[src/shared/intprio_pkg.sv]
package intprio_pkg;
   localparam int NUM_MASKABLE = 15;
   localparam int IDX_W = 4;
   localparam int SRC_W = 5;
   // APB map
   localparam logic [7:0] ADDR_CC_MASK = 8'h00;
   localparam logic [7:0] ADDR_OPTION = 8'h04;
   localparam logic [7:0] ADDR_PROMOTED = 8'h08;
   localparam logic [7:0] ADDR_EXT_FLAG = 8'h0C;
   localparam logic [7:0] ADDR_PENDING = 8'h10;
   // Field positions
   localparam int CC_X_POS = 6;
   localparam int CC_I_POS = 4;
   localparam int OPT_EDGE_POS = 5;
   localparam int EXT_FLAG_POS = 0;
   localparam int PEND_NMI_POS = 15;
   localparam int PEND_ILL_POS = 16;
   localparam int PEND_TRAP_POS = 17;
   // Promotion codes
   localparam logic [4:0] PSEL_FIRST = 5'h06;
   localparam logic [4:0] PSEL_LAST = 5'h14;
   localparam logic [4:0] PSEL_RESET = 5'h06;
   localparam logic EDGE_RESET = 1'b0;
   // Edge select window, bus-clock cycles
   localparam logic [6:0] EDGE_WIN_CYC = 7'h40;
   // Vectors; maskable index i sits at base minus step times i
   localparam logic [15:0] VEC_MASK_BASE = 16'hFFF2;
   localparam logic [15:0] VEC_STEP = 16'h0002;
   localparam logic [15:0] VEC_RESET = 16'hFFFE;
   localparam logic [15:0] VEC_CLKMON = 16'hFFFC;
   localparam logic [15:0] VEC_WDOG = 16'hFFFA;
   localparam logic [15:0] VEC_ILLEGAL = 16'hFFF8;
   localparam logic [15:0] VEC_TRAP = 16'hFFF6;
   localparam logic [15:0] VEC_NMI_PIN = 16'hFFF4;
   // Source codes reported on the source output
   localparam logic [4:0] SRC_NONE = 5'h1F;
   localparam logic [4:0] SRC_RESET = 5'h10;
   localparam logic [4:0] SRC_CLKMON = 5'h11;
   localparam logic [4:0] SRC_WDOG = 5'h12;
   localparam logic [4:0] SRC_NMI_PIN = 5'h13;
   localparam logic [4:0] SRC_ILLEGAL = 5'h14;
   localparam logic [4:0] SRC_TRAP = 5'h15;
   typedef enum logic [1:0] {ST_IDLE, ST_STACK, ST_RESET} svc_state_t;
endpackage : intprio_pkg

[src/design/maskable_picker.sv]
`timescale 1ns/1ps
`default_nettype none
module maskable_picker
   import intprio_pkg::*;
(
   // Requests, already gated by local enables
   input wire logic [NUM_MASKABLE-1:0] req_i,
   // Promotion code
   input wire logic [4:0] psel_i,
   // Result
   output logic any_o,
   output logic [IDX_W-1:0] idx_o
);
   logic [NUM_MASKABLE:0] none_below;
   logic [NUM_MASKABLE-1:0] first;
   logic psel_ok;
   logic [4:0] psel_off;
   logic [IDX_W-1:0] promoted;
   logic [IDX_W-1:0] lowest;
   logic [IDX_W-1:0] acc;

   assign psel_ok = (psel_i >= PSEL_FIRST) && (psel_i <= PSEL_LAST);
   assign psel_off = psel_i - PSEL_FIRST;
   assign promoted = psel_ok ? psel_off[IDX_W-1:0] : '0;
   assign none_below[0] = 1'b1;

   genvar g;
   generate
      for (g = 0; g < NUM_MASKABLE; g++) begin : g_chain
         assign none_below[g+1] = none_below[g] & ~req_i[g];
         assign first[g] = req_i[g] & none_below[g];
      end
   endgenerate

   always_comb begin
      acc = '0;
      for (int k = 0; k < NUM_MASKABLE; k++) begin
         if (first[k]) begin
            acc = acc | IDX_W'(k);
         end
      end
      lowest = acc;
   end

   assign any_o = |req_i;
   // Promoted wins only if requesting itself; masks were applied upstream
   assign idx_o = req_i[promoted] ? promoted : lowest;
endmodule : maskable_picker
`default_nettype wire

[src/design/interrupt_priority_logic.sv]
// Chosen here: the register addresses and the APB slave port.
`timescale 1ns/1ps
`default_nettype none
module interrupt_priority_logic
   import intprio_pkg::*;
(
   // Clock and reset
   input wire logic CLK_I,
   input wire logic RST_B_I,
   // APB slave
   input wire logic PSEL_I,
   input wire logic PENABLE_I,
   input wire logic PWRITE_I,
   input wire logic [7:0] PADDR_I,
   input wire logic [31:0] PWDATA_I,
   output logic [31:0] PRDATA_O,
   output logic PREADY_O,
   output logic PSLVERR_O,
   // Reset sources
   input wire logic POR_I,
   input wire logic CLKMON_FAIL_I,
   input wire logic WATCHDOG_TIMER_I,
   // Pins
   input wire logic NONMASKABLE_INT_PIN_B_I,
   input wire logic EXT_INT_PIN_B_I,
   input wire logic SPECIAL_MODE_I,
   // Peripheral requests, locally enabled, default order after the pin
   input wire logic [NUM_MASKABLE-2:0] PERIPH_REQ_I,
   // CPU core
   input wire logic INSTR_DONE_I,
   input wire logic OPCODE_UNDEF_I,
   input wire logic [15:0] OPCODE_ADDR_I,
   input wire logic SOFTWARE_TRAP_INSTRUCTION_I,
   input wire logic [15:0] NEXT_PC_I,
   input wire logic CC_STACKED_I,
   input wire logic RETURN_FROM_INTERRUPT_I,
   input wire logic RET_X_I,
   input wire logic RET_I_I,
   input wire logic TAP_I,
   input wire logic TAP_X_I,
   input wire logic TAP_I_BIT_I,
   // To CPU core
   output logic SERVICE_O,
   output logic RESET_REQ_O,
   output logic [15:0] VECTOR_O,
   output logic [15:0] STACK_PC_O,
   output logic [4:0] SOURCE_O,
   output logic MASK_X_O,
   output logic MASK_I_O
);
   logic rst_s1;
   logic rst_n;
   svc_state_t state;
   svc_state_t next_state;
   logic x_mask;
   logic i_mask;
   logic edge_select_bit;
   logic edge_written;
   logic [6:0] win_cnt;
   logic [4:0] psel;
   logic ext_flag;
   logic ext_pin_q;
   logic ill_pend;
   logic [15:0] ill_addr;
   logic trap_pend;
   logic taken_nmi;

   // Reset release through two flops
   always_ff @(posedge CLK_I or negedge RST_B_I) begin
      if (!RST_B_I) begin
         rst_s1 <= 1'b0;
         rst_n <= 1'b0;
      end else begin
         rst_s1 <= 1'b1;
         rst_n <= rst_s1;
      end
   end

   // APB decode; one wait cycle so read data comes from a flop
   logic acc_phase;
   logic commit;
   logic wr_commit;
   logic hit_cc;
   logic hit_opt;
   logic hit_prom;
   logic hit_flag;
   logic hit_pend;
   logic mapped;
   logic [31:0] rdata;

   assign acc_phase = PSEL_I & PENABLE_I;
   assign commit = acc_phase & PREADY_O;
   assign wr_commit = commit & PWRITE_I & mapped;
   assign hit_cc = (PADDR_I == ADDR_CC_MASK);
   assign hit_opt = (PADDR_I == ADDR_OPTION);
   assign hit_prom = (PADDR_I == ADDR_PROMOTED);
   assign hit_flag = (PADDR_I == ADDR_EXT_FLAG);
   assign hit_pend = (PADDR_I == ADDR_PENDING);
   assign mapped = hit_cc | hit_opt | hit_prom | hit_flag | hit_pend;

   // Maskable request vector: pin first, then peripherals
   logic [NUM_MASKABLE-1:0] mreq;
   logic m_any;
   logic [IDX_W-1:0] m_idx;
   logic nmi_req;

   assign mreq = {PERIPH_REQ_I, ext_flag};
   assign nmi_req = ~NONMASKABLE_INT_PIN_B_I & ~x_mask;

   maskable_picker u_picker (
      .req_i(mreq),
      .psel_i(psel),
      .any_o(m_any),
      .idx_o(m_idx)
   );

   always_comb begin
      rdata = 32'h0000_0000;
      if (hit_cc) begin
         rdata[CC_X_POS] = x_mask;
         rdata[CC_I_POS] = i_mask;
      end else if (hit_opt) begin
         rdata[OPT_EDGE_POS] = edge_select_bit;
      end else if (hit_prom) begin
         rdata[4:0] = psel;
      end else if (hit_flag) begin
         rdata[EXT_FLAG_POS] = ext_flag;
      end else if (hit_pend) begin
         rdata[NUM_MASKABLE-1:0] = mreq;
         rdata[PEND_NMI_POS] = nmi_req;
         rdata[PEND_ILL_POS] = ill_pend;
         rdata[PEND_TRAP_POS] = trap_pend;
      end
   end

   always_ff @(posedge CLK_I or negedge rst_n) begin
      if (!rst_n) begin
         PREADY_O <= 1'b0;
         PRDATA_O <= 32'h0000_0000;
         PSLVERR_O <= 1'b0;
      end else begin
         PREADY_O <= acc_phase & ~PREADY_O;
         PRDATA_O <= (acc_phase & ~PWRITE_I) ? rdata : 32'h0000_0000;
         PSLVERR_O <= acc_phase & ~PREADY_O & ~mapped;
      end
   end

   // Edge select window and single write; special mode allows any number of writes
   logic win_open;
   logic edge_wr;

   assign win_open = (win_cnt < EDGE_WIN_CYC);
   assign edge_wr = wr_commit & hit_opt & (SPECIAL_MODE_I | (win_open & ~edge_written));

   always_ff @(posedge CLK_I or negedge rst_n) begin
      if (!rst_n) begin
         win_cnt <= 7'h00;
         edge_written <= 1'b0;
         edge_select_bit <= EDGE_RESET;
      end else begin
         if (win_open) begin
            win_cnt <= win_cnt + 7'h01;
         end
         if (edge_wr) begin
            edge_written <= 1'b1;
            edge_select_bit <= PWDATA_I[OPT_EDGE_POS];
         end
      end
   end

   // Promotion field, guarded by the global mask to avoid races
   always_ff @(posedge CLK_I or negedge rst_n) begin
      if (!rst_n) begin
         psel <= PSEL_RESET;
      end else if (wr_commit & hit_prom & i_mask) begin
         psel <= PWDATA_I[4:0];
      end
   end

   // External pin flag; a new event beats a clear in the same cycle
   logic ext_set;
   logic ext_clr;

   assign ext_set = edge_select_bit ? (ext_pin_q & ~EXT_INT_PIN_B_I) : ~EXT_INT_PIN_B_I;
   assign ext_clr = wr_commit & hit_flag & PWDATA_I[EXT_FLAG_POS];

   always_ff @(posedge CLK_I or negedge rst_n) begin
      if (!rst_n) begin
         ext_pin_q <= 1'b1;
         ext_flag <= 1'b0;
      end else begin
         ext_pin_q <= EXT_INT_PIN_B_I;
         ext_flag <= (ext_flag & ~ext_clr) | ext_set;
      end
   end

   // Nonmaskable selection at instruction boundary
   logic any_reset;
   logic take;
   logic [15:0] sel_vec;
   logic [4:0] sel_src;
   logic sel_nmi;
   logic sel_ill;
   logic sel_trap;
   logic [15:0] m_vec;
   logic [15:0] sel_pc;

   assign any_reset = POR_I | CLKMON_FAIL_I | WATCHDOG_TIMER_I;
   assign m_vec = VEC_MASK_BASE - (VEC_STEP * 16'(m_idx));
   assign sel_nmi = nmi_req;
   assign sel_ill = ~sel_nmi & ill_pend;
   assign sel_trap = ~sel_nmi & ~ill_pend & trap_pend;
   assign take = (state == ST_IDLE) & INSTR_DONE_I
               & (sel_nmi | ill_pend | trap_pend | (m_any & ~i_mask));
   assign sel_pc = sel_ill ? ill_addr : NEXT_PC_I;

   always_comb begin
      sel_vec = m_vec;
      sel_src = {1'b0, m_idx};
      if (POR_I) begin
         sel_vec = VEC_RESET;
         sel_src = SRC_RESET;
      end else if (CLKMON_FAIL_I) begin
         sel_vec = VEC_CLKMON;
         sel_src = SRC_CLKMON;
      end else if (WATCHDOG_TIMER_I) begin
         sel_vec = VEC_WDOG;
         sel_src = SRC_WDOG;
      end else if (sel_nmi) begin
         sel_vec = VEC_NMI_PIN;
         sel_src = SRC_NMI_PIN;
      end else if (sel_ill) begin
         sel_vec = VEC_ILLEGAL;
         sel_src = SRC_ILLEGAL;
      end else if (sel_trap) begin
         sel_vec = VEC_TRAP;
         sel_src = SRC_TRAP;
      end
   end

   // Trap requests held until their service begins; set wins
   always_ff @(posedge CLK_I or negedge rst_n) begin
      if (!rst_n) begin
         ill_pend <= 1'b0;
         ill_addr <= 16'h0000;
         trap_pend <= 1'b0;
      end else begin
         ill_pend <= (ill_pend & ~(take & sel_ill)) | OPCODE_UNDEF_I;
         trap_pend <= (trap_pend & ~(take & sel_trap)) | SOFTWARE_TRAP_INSTRUCTION_I;
         if (OPCODE_UNDEF_I) begin
            ill_addr <= OPCODE_ADDR_I;
         end
      end
   end

   // Service sequencer
   always_comb begin
      next_state = state;
      case (state)
         ST_IDLE: begin
            if (take) begin
               next_state = ST_STACK;
            end
         end
         ST_STACK: begin
            if (CC_STACKED_I) begin
               next_state = ST_IDLE;
            end
         end
         ST_RESET: begin
            next_state = ST_IDLE;
         end
         default: begin
            next_state = ST_IDLE;
         end
      endcase
      if (any_reset) begin
         next_state = ST_RESET;
      end
   end

   always_ff @(posedge CLK_I or negedge rst_n) begin
      if (!rst_n) begin
         state <= ST_RESET;
         taken_nmi <= 1'b0;
      end else begin
         state <= next_state;
         if (take) begin
            taken_nmi <= sel_nmi;
         end
      end
   end

   // Mask flags of the condition code register
   always_ff @(posedge CLK_I or negedge rst_n) begin
      if (!rst_n) begin
         x_mask <= 1'b1;
         i_mask <= 1'b1;
      end else if (any_reset) begin
         x_mask <= 1'b1;
         i_mask <= 1'b1;
      end else if (state == ST_STACK && CC_STACKED_I) begin
         i_mask <= 1'b1;
         if (taken_nmi) begin
            x_mask <= 1'b1;
         end
      end else if (RETURN_FROM_INTERRUPT_I) begin
         x_mask <= RET_X_I;
         i_mask <= RET_I_I;
      end else if (TAP_I) begin
         // Software may only clear the pin mask, never set it
         x_mask <= x_mask & TAP_X_I;
         i_mask <= TAP_I_BIT_I;
      end
   end

   // Outputs to the core
   always_ff @(posedge CLK_I or negedge rst_n) begin
      if (!rst_n) begin
         SERVICE_O <= 1'b0;
         RESET_REQ_O <= 1'b1;
         VECTOR_O <= VEC_RESET;
         STACK_PC_O <= 16'h0000;
         SOURCE_O <= SRC_RESET;
         MASK_X_O <= 1'b1;
         MASK_I_O <= 1'b1;
      end else begin
         SERVICE_O <= take & ~any_reset;
         RESET_REQ_O <= any_reset;
         MASK_X_O <= x_mask;
         MASK_I_O <= i_mask;
         if (any_reset | take) begin
            VECTOR_O <= sel_vec;
            SOURCE_O <= sel_src;
            STACK_PC_O <= sel_pc;
         end else if (state == ST_IDLE) begin
            SOURCE_O <= SRC_NONE;
         end
      end
   end
endmodule : interrupt_priority_logic
`default_nettype wire

[config.mk]
export PLATFORM = sky130hd
export DESIGN_NAME = interrupt_priority_logic
export DESIGN_NICKNAME = d
export VERILOG_FILES = /design/src/shared/intprio_pkg.sv /design/src/design/maskable_picker.sv /design/src/design/interrupt_priority_logic.sv
export SDC_FILE = /design/constraint.sdc
export NUM_CORES = 1
export LEC_CHECK = 0
export ABC_AREA = 1
export BUFFER_PORTS_ARGS = -buffer_cell sky130_fd_sc_hd__clkbuf_2
export CAP_MARGIN = 20
export CORE_MARGIN = 5
export CORE_UTILIZATION = 30
export DETAILED_ROUTE_END_ITERATION = 8
export PLACE_DENSITY = 0.53
export SYNTH_ARGS = -nofsm -noshare
export SYNTH_HDL_FRONTEND = slang
export SYNTH_SLANG_ARGS = --single-unit
[constraint.sdc]
create_clock -name CLK_I -period 3.4 [get_ports CLK_I]
set_clock_uncertainty 0.1 [all_clocks]
set_input_delay 0.68 -clock CLK_I [delete_from_list [all_inputs] [get_ports CLK_I]]
set_output_delay 0.68 -clock CLK_I [all_outputs]
set_load 0.1 [all_outputs]
==> key figures, run 1 <==
Power
  • Max rail drop VDD: 0.0002529 V
  • P per Cell Area: 497.8 nW/um^2
  • Tot Pwr: 2.851 mW
  • Leak: 2.955 nW

Timing
  • Period utilization: 0.8369
  • Tmin final: 2.845 ns
  • Worst hold slack: 0.09842 ns
  • Final TNS setup: 0 ns
  • Worst-margin pin slew: 0.5927 ns
  • Rel. slew slack: 0.6039
  • RSZ-0062 raised after global routing: no
  • Final Worst Setup Slack: 0.5546 ns
  • Fmax: 351.4 MHz
  • Final Hold Fails: 0
  • Finish-stage setup viols: 0
  • Slew Viols, Final: 0

Route
  • DR iter-0 viols: 213
  • Vias/cell: 4.531
  • DR vias: 3,883
  • Routed wire length: 11,840 um
  • WL/cell: 13.81 um
  • Remaining DRCs: 0
  • Final ANT Viol Nets: 0
  • Pre-antenna DRT Iters: 4

Critical path
  • Critical Path Most Common Cell: nand2_1
  • Arrival @ worst endpoint: 3.00 ns
  • Crit path max-delay cell type: dfstp_2
  • R2R Setup Slk: 0.55 ns
  • Crit-path cells: inv_1 > ha_1 > nand2_1 > nand2_1 > nand2_1 > nand2_4 > nand2_4 > nand3_1 > a21oi_1 > nand2_1 > nand2_2 > inv_2 > o21a_1 > ha_1 > nand3_1 > a41oi_1
  • CP Max Fanout: 10
  • CP Launch Type: register
  • Crit path largest cell delay: 0.57 ns
  • Crit. End Element: register
  • Cell family with most CP delay: simple AND/OR/NAND/NOR gates
  • CP Class: register to register
  • WP data required: 3.55 ns
  • CP bufs+invs: 2

Logic synthesis
  • Syn_area_per_cell: 8.725 sq um
  • Sequential area share after synthesis: 0.4965
  • Mapped cell area: 4624 sq um
  • Post-synth top area share: 0.4113
  • Netlist cell types: 46
  • Register bit total from synthesis: 91
  • Post-synthesis cell count: 530
  • Warnings from Yosys: 0
  • Synth area leaders: dfrtp_1, dfstp_2, nand2_1, nor2_1, inv_1
  • Post-synth top area cell: dfrtp_1

Clocking
  • CTS Buf Count: 9
  • TritonCTS clock tree: done
  • PostCTS Resize Cnt: 0
  • Post-CTS setup buffers: 0
  • CTS Root Cell: clkbuf_16
  • Clk slew on worst S/H paths: 0.06 ns
  • H-tree depth: 3
  • Longest Clk Path Bufs: 2
  • Clk sinks: 91
  • Worst skew pair latency: 0.34 ns

Final layout
  • Area grow syn2layout: 23.86%
  • Non-Filler Instances: 857
  • Fin nets: 775
  • N_diodes: 0
  • Fin area: 5728 sq um
  • Share of post-route cells with drive strength above 1: 0.3169
  • Final Util: 0.3782

Global routing
  • GR Overflow Total: 0
  • First-pass GRT wire length: 19,380 um
  • Largest net degree at the start of global routing: 79
  • Tot GR Track Use: 0.1358
  • Antenna violations before repair: 0
  • Vias in the first global route: 4,007

Placed design
  • Placement Setup Slack: 0.5627 ns
  • Placed Cells: 839
  • Area after DPL: 5376 sq um
  • GP Congestion: 0.8553
  • Detailed placer's ending HPWL: 9282 um
  • IO Port Bufs: 130

Floorplan
  • Die area: 18,000 sq um
  • I/O Pins: 182
  • Die W: 134.2 um
  • Die height: 134.2 um
  • Effective utilization at floorplan: 0.3053
  • Core Box Area: 15,150 sq um
  • Cell Rows: 45

Run
  • Max-cap violation count: 0

Hold path
  • Hold crit path type: register to async pin

Outcome
  • Status: finished, final reports clean
metal layers:
metal  track usage  share of wire  vias up
li1              -              -     1938
met1        0.1589           0.43     1805
met2        0.2308           0.48      111
met3       0.03001          0.052       29
met4       0.07636          0.040        0
met5             0              0        -
worst register-to-register path, cell delays in order (launching register included):
cell and delay, ns:
dfstp_2 0.57, inv_1 0.11, ha_1 0.23, nand2_1 0.07, nand2_1 0.05, nand2_1 0.10
nand2_4 0.11, nand2_4 0.13, nand3_1 0.09, a21oi_1 0.14, nand2_1 0.12, nand2_2 0.11
inv_2 0.05, o21a_1 0.19, ha_1 0.28, nand3_1 0.08, a41oi_1 0.24
path summary, 6_finish.rpt:
check	start	endpoint	depth (start not counted)
hold / removal	rst_n	psel[3]	0
min in group CLK_I	rst_s1	rst_n	0
setup reg to reg	psel[1]	VECTOR_O[3]	16
hold reg to reg	rst_n	psel[3]	0
max in group asynchronous	rst_n	STACK_PC_O[9]	2
setup / recovery	psel[1]	VECTOR_O[3]	16
cells in the mapped netlist, drive strengths merged:
cell type   n
o221ai      1
o31ai       3
a31oi      17
mux2       21
conb        2
inv        70
o22ai       3
buf        30
xor2        3
a22o        1
dfrtp      76
clkbuf      5
a21oi      13
ha          4
clkinv      1
a22oi       1
nor3        9
o21ai      11
o2111ai     1
nand2      92
nor4        1
dfstp      15
nand3      46
nor2       86
xnor2       2
a41oi       1
nand3b      3
o211ai      2
nand4       4
o21a        1
o21bai      2
o32ai       3
kinds of logic (layout without fill, tap and decap cells):
| family | count (synthesis) | in the layout | synth area share |
|---|---|---|---|
| AO/OA/AOI/OAI | 60 | 60 | 0.08279 |
| flip-flops | 91 | 91 | 0.4965 |
| multiplexers | 21 | 21 | 0.05113 |
| other | 2 | 26 | 0.001624 |
| XOR/XNOR | 5 | 5 | 0.009471 |
| adder cells (fa/ha/maj) | 4 | 4 | 0.01082 |
| buffers and inverters | 106 | 221 | 0.1101 |
| AND/OR/NAND/NOR | 241 | 241 | 0.2376 |
power breakdown:
part | internal [mW] | switching (mW)
registers | 1.15 | 0.0368
clock network | 0.611 | 0.427
logic | 0.114 | 0.516
total | 1.87 | 0.980
cells in the final DEF, fill, tap and decap left out, types with 4 or more instances in the layout:
| cell | n |
|---|---|
| clkbuf_2 | 130 |
| nand2_1 | 85 |
| nor2_1 | 79 |
| dfrtp_1 | 75 |
| inv_1 | 62 |
| nand3_1 | 43 |
| conb_1 | 26 |
| a31oi_1 | 17 |
| mux2_2 | 16 |
| dfstp_2 | 15 |
| a21oi_1 | 12 |
| o21ai_0 | 10 |
| clkbuf_16 | 9 |
| inv_2 | 8 |
| nor3_1 | 7 |
| nor2_2 | 6 |
| mux2_1 | 5 |
| nand2_2 | 4 |
| ha_1 | 4 |
timing repair:
item	CTS	global route
hold buffers	1	0
endpoints found under the hold margin	2	0
setup endpoints to repair	0	0
cell type report:
type                    instances  area [sq um]
flip-flops and latches         91          2300
clock buffers                  11         252.7
well taps                     188         235.2
fillers                      1564          9418
multi-input cells             357          1909
clock inverters                 5         61.31
repair buffers                134         703.2
inverters                      71         266.5
state kept, by name, summed over array words and instances, names as in the netlist, 2 cells and up:
signal / flops
state: 2
win_cnt: 7
SOURCE_O: 5
psel: 5
STACK_PC_O: 16
PRDATA_O: 18
VECTOR_O: 5
ill_addr: 16
Power figures use the tool's default switching activity.
==> run 2, diff against run 1 <==
PLACE_DENSITY = 0.55   (was 0.53)
clock period = 2.5 ns   (was 3.4 ns; I/O delays follow)
==> run 2 against run 1 <==
Effect of this change:
- the run now ends with setup timing left
- hold slack improved by 0.051 ns
- non-clock buffer count increased by 33
- worst setup slack got worse by 0.69 ns
- wire length increased by 12%
- largest power group unchanged
- highest routed layer unchanged
- utilization increased by 2.9 points
- flip-flop and latch count unchanged
==> key figures, run 2 (same netlist as run 1, synthesis figures left out) <==
Outcome
  • Status: finished with violations
  • Failing checks: setup timing

Final layout
  • Most frequent cells in the layout: clkbuf_2, nor2_1, dfrtp_1, nand2_1, inv_1
  • N_diodes: 0
  • Fin nets: 809
  • Area grow syn2layout: 33.31%
  • Share of post-route cells with drive strength above 1: 0.3954
  • Max reg flops: 18
  • Regs by FF count: PRDATA_O x18, STACK_PC_O x16, ill_addr x16
  • Fin area: 6165 sq um
  • Final-layout fill cell count: 1,522
  • Commonest non-fill, non-tap cell in the layout: clkbuf_2
  • Non-Filler Instances: 891
  • Largest Register: PRDATA_O

Route
  • DR vias: 4,108
  • WL/cell: 14.87 um
  • Final ANT Viol Nets: 0
  • DR iter-0 viols: 219
  • Routed wire length: 13,250 um
  • Vias/cell: 4.611
  • Pre-antenna DRT Iters: 4
  • Remaining DRCs: 0

Clocking
  • H-tree depth: 3
  • Longest Clk Path Bufs: 2
  • Clk slew on worst S/H paths: 0.07 ns
  • TritonCTS clock tree: done
  • CTS Root Cell: clkbuf_16
  • CTS Buf Count: 9
  • Worst skew pair latency: 0.35 ns
  • Clk sinks: 91

Timing
  • Worst hold slack: 0.1493 ns
  • RSZ-0062 raised after global routing: yes
  • Final Hold Fails: 0
  • Worst-margin pin slew: 0.8313 ns
  • Slew Viols, Final: 0
  • Finish-stage setup viols: 3
  • Rel. slew slack: 0.4458
  • Final Worst Setup Slack: -0.1348 ns
  • Tmin final: 2.635 ns
  • Fmax: 379.5 MHz
  • Period utilization: 1.054

Critical path
  • WP data required: 2.66 ns
  • Critical R2R Launch: psel[1]
  • Crit. End Element: register
  • Critical path launch point: psel[1]
  • CP Class: register to register
  • CP Launch Type: register
  • Arrival @ worst endpoint: 2.80 ns
  • CP Max Fanout: 5

Power
  • P per Cell Area: 633.2 nW/um^2
  • Max rail drop VDD: 0.0003083 V
  • Leak: 3.154 nW

Hold path
  • Hold crit path type: input pin to register
  • Worst hold start: EXT_INT_PIN_B_I

Placed design
  • IO Port Bufs: 130
  • Detailed placer's ending HPWL: 9954 um
  • GP Congestion: 0.8584
  • Area after DPL: 5569 sq um
  • Placement Setup Slack: -0.1891 ns
  • Placed Cells: 863

Floorplan
  • I/O Pins: 182
  • Cell Rows: 45
  • Core Box Area: 15,150 sq um
  • Die W: 134.2 um
  • Die area: 18,000 sq um
  • Die height: 134.2 um
  • Effective utilization at floorplan: 0.3053

Global routing
  • Vias in the first global route: 4,241
  • GR Overflow Total: 0
  • Antenna violations before repair: 0
  • Tot GR Track Use: 0.1464
  • First-pass GRT wire length: 20,900 um
  • Largest net degree at the start of global routing: 64

Run
  • Max-cap violation count: 0
[run 2: changes by cell type in the layout (fill, tap and decap cells not counted), sizes merged]
cell	before	now
buf	3	36
inv	70	72
clkinvlp	3	2
clkbuf	141	140
nand2	92	93
[run 2: power breakdown]
group	switching, mW	internal [mW]	leakage [nW]	total (mW)
logic	0.702	0.162	1.90	0.864
clock network	0.608	0.811	0.146	1.42
registers	0.0623	1.56	1.10	1.62
total	1.37	2.53	3.15	3.90
[run 2: worst max-delay path: stages, from the launching register on]
cell	delay, ns
dfstp_2	0.59
inv_2	0.07
ha_4	0.16
nand2_2	0.06
nand2_2	0.06
nand2_4	0.10
nand2_8	0.09
o211ai_1	0.09
inv_1	0.07
a21oi_2	0.15
nand2_2	0.09
nand2_2	0.09
inv_2	0.06
o21a_1	0.22
ha_4	0.28
nand3_2	0.08
a41oi_2	0.19
[run 2: area by class of cell]
cell class,instances,area [sq um],share of cell area
clock buffers,10,239.0,0.03877
clock inverters,6,71.32,0.01157
inverters,71,266.5,0.04323
multi-input cells,358,2110,0.3422
flip-flops and latches,91,2300,0.3730
well taps,188,235.2,0.03816
repair buffers,167,943.4,0.1530
[run 2: metal layers]
metal,vias to the layer above,global-route usage,part of all wire,wire length [um]
met1,1942,0.1795,0.41,5480
met3,25,0.03338,0.067,884
met4,0,0.07636,0.028,371
li1,2005,-,-,-
met2,136,0.2412,0.49,6512
met5,-,0,0,0
[run 2: timing repair]
action | 4_1_cts | 5_1_grt
resized for setup | 19 | 23
hold buffers | 1 | 0
endpoints found under the hold margin | 2 | 0
cloned | 1 | 0
setup endpoints to repair | 2 | 8
pin swaps | 19 | 18
buffers inserted | 8 | 2
[run 2: path summary, 6_finish.rpt]
path	endpoint	slack (ns)	cells past startpoint
max	VECTOR_O[3]	-0.13	16
min	ext_pin_q	0.15	1
max reg2reg	VECTOR_O[3]	-0.13	16
min reg2reg	rst_n	0.26	0
max in group asynchronous	STACK_PC_O[9]	1.21	1
min in group asynchronous	PRDATA_O[15]	0.34	0
[run 2: through the flow]
step / TNS, ns / util / total power, mW
floorplan: 0 / - / 2.343
detailed placement: -0.3293 / 0.3677 / 2.512
global placement: -0.1670 / 0.3677 / 2.502
CTS: -0.08995 / 0.3995 / 3.949
global route: -0.9585 / 0.4070 / 4.059
finish: -0.2497 / 0.4070 / 3.903
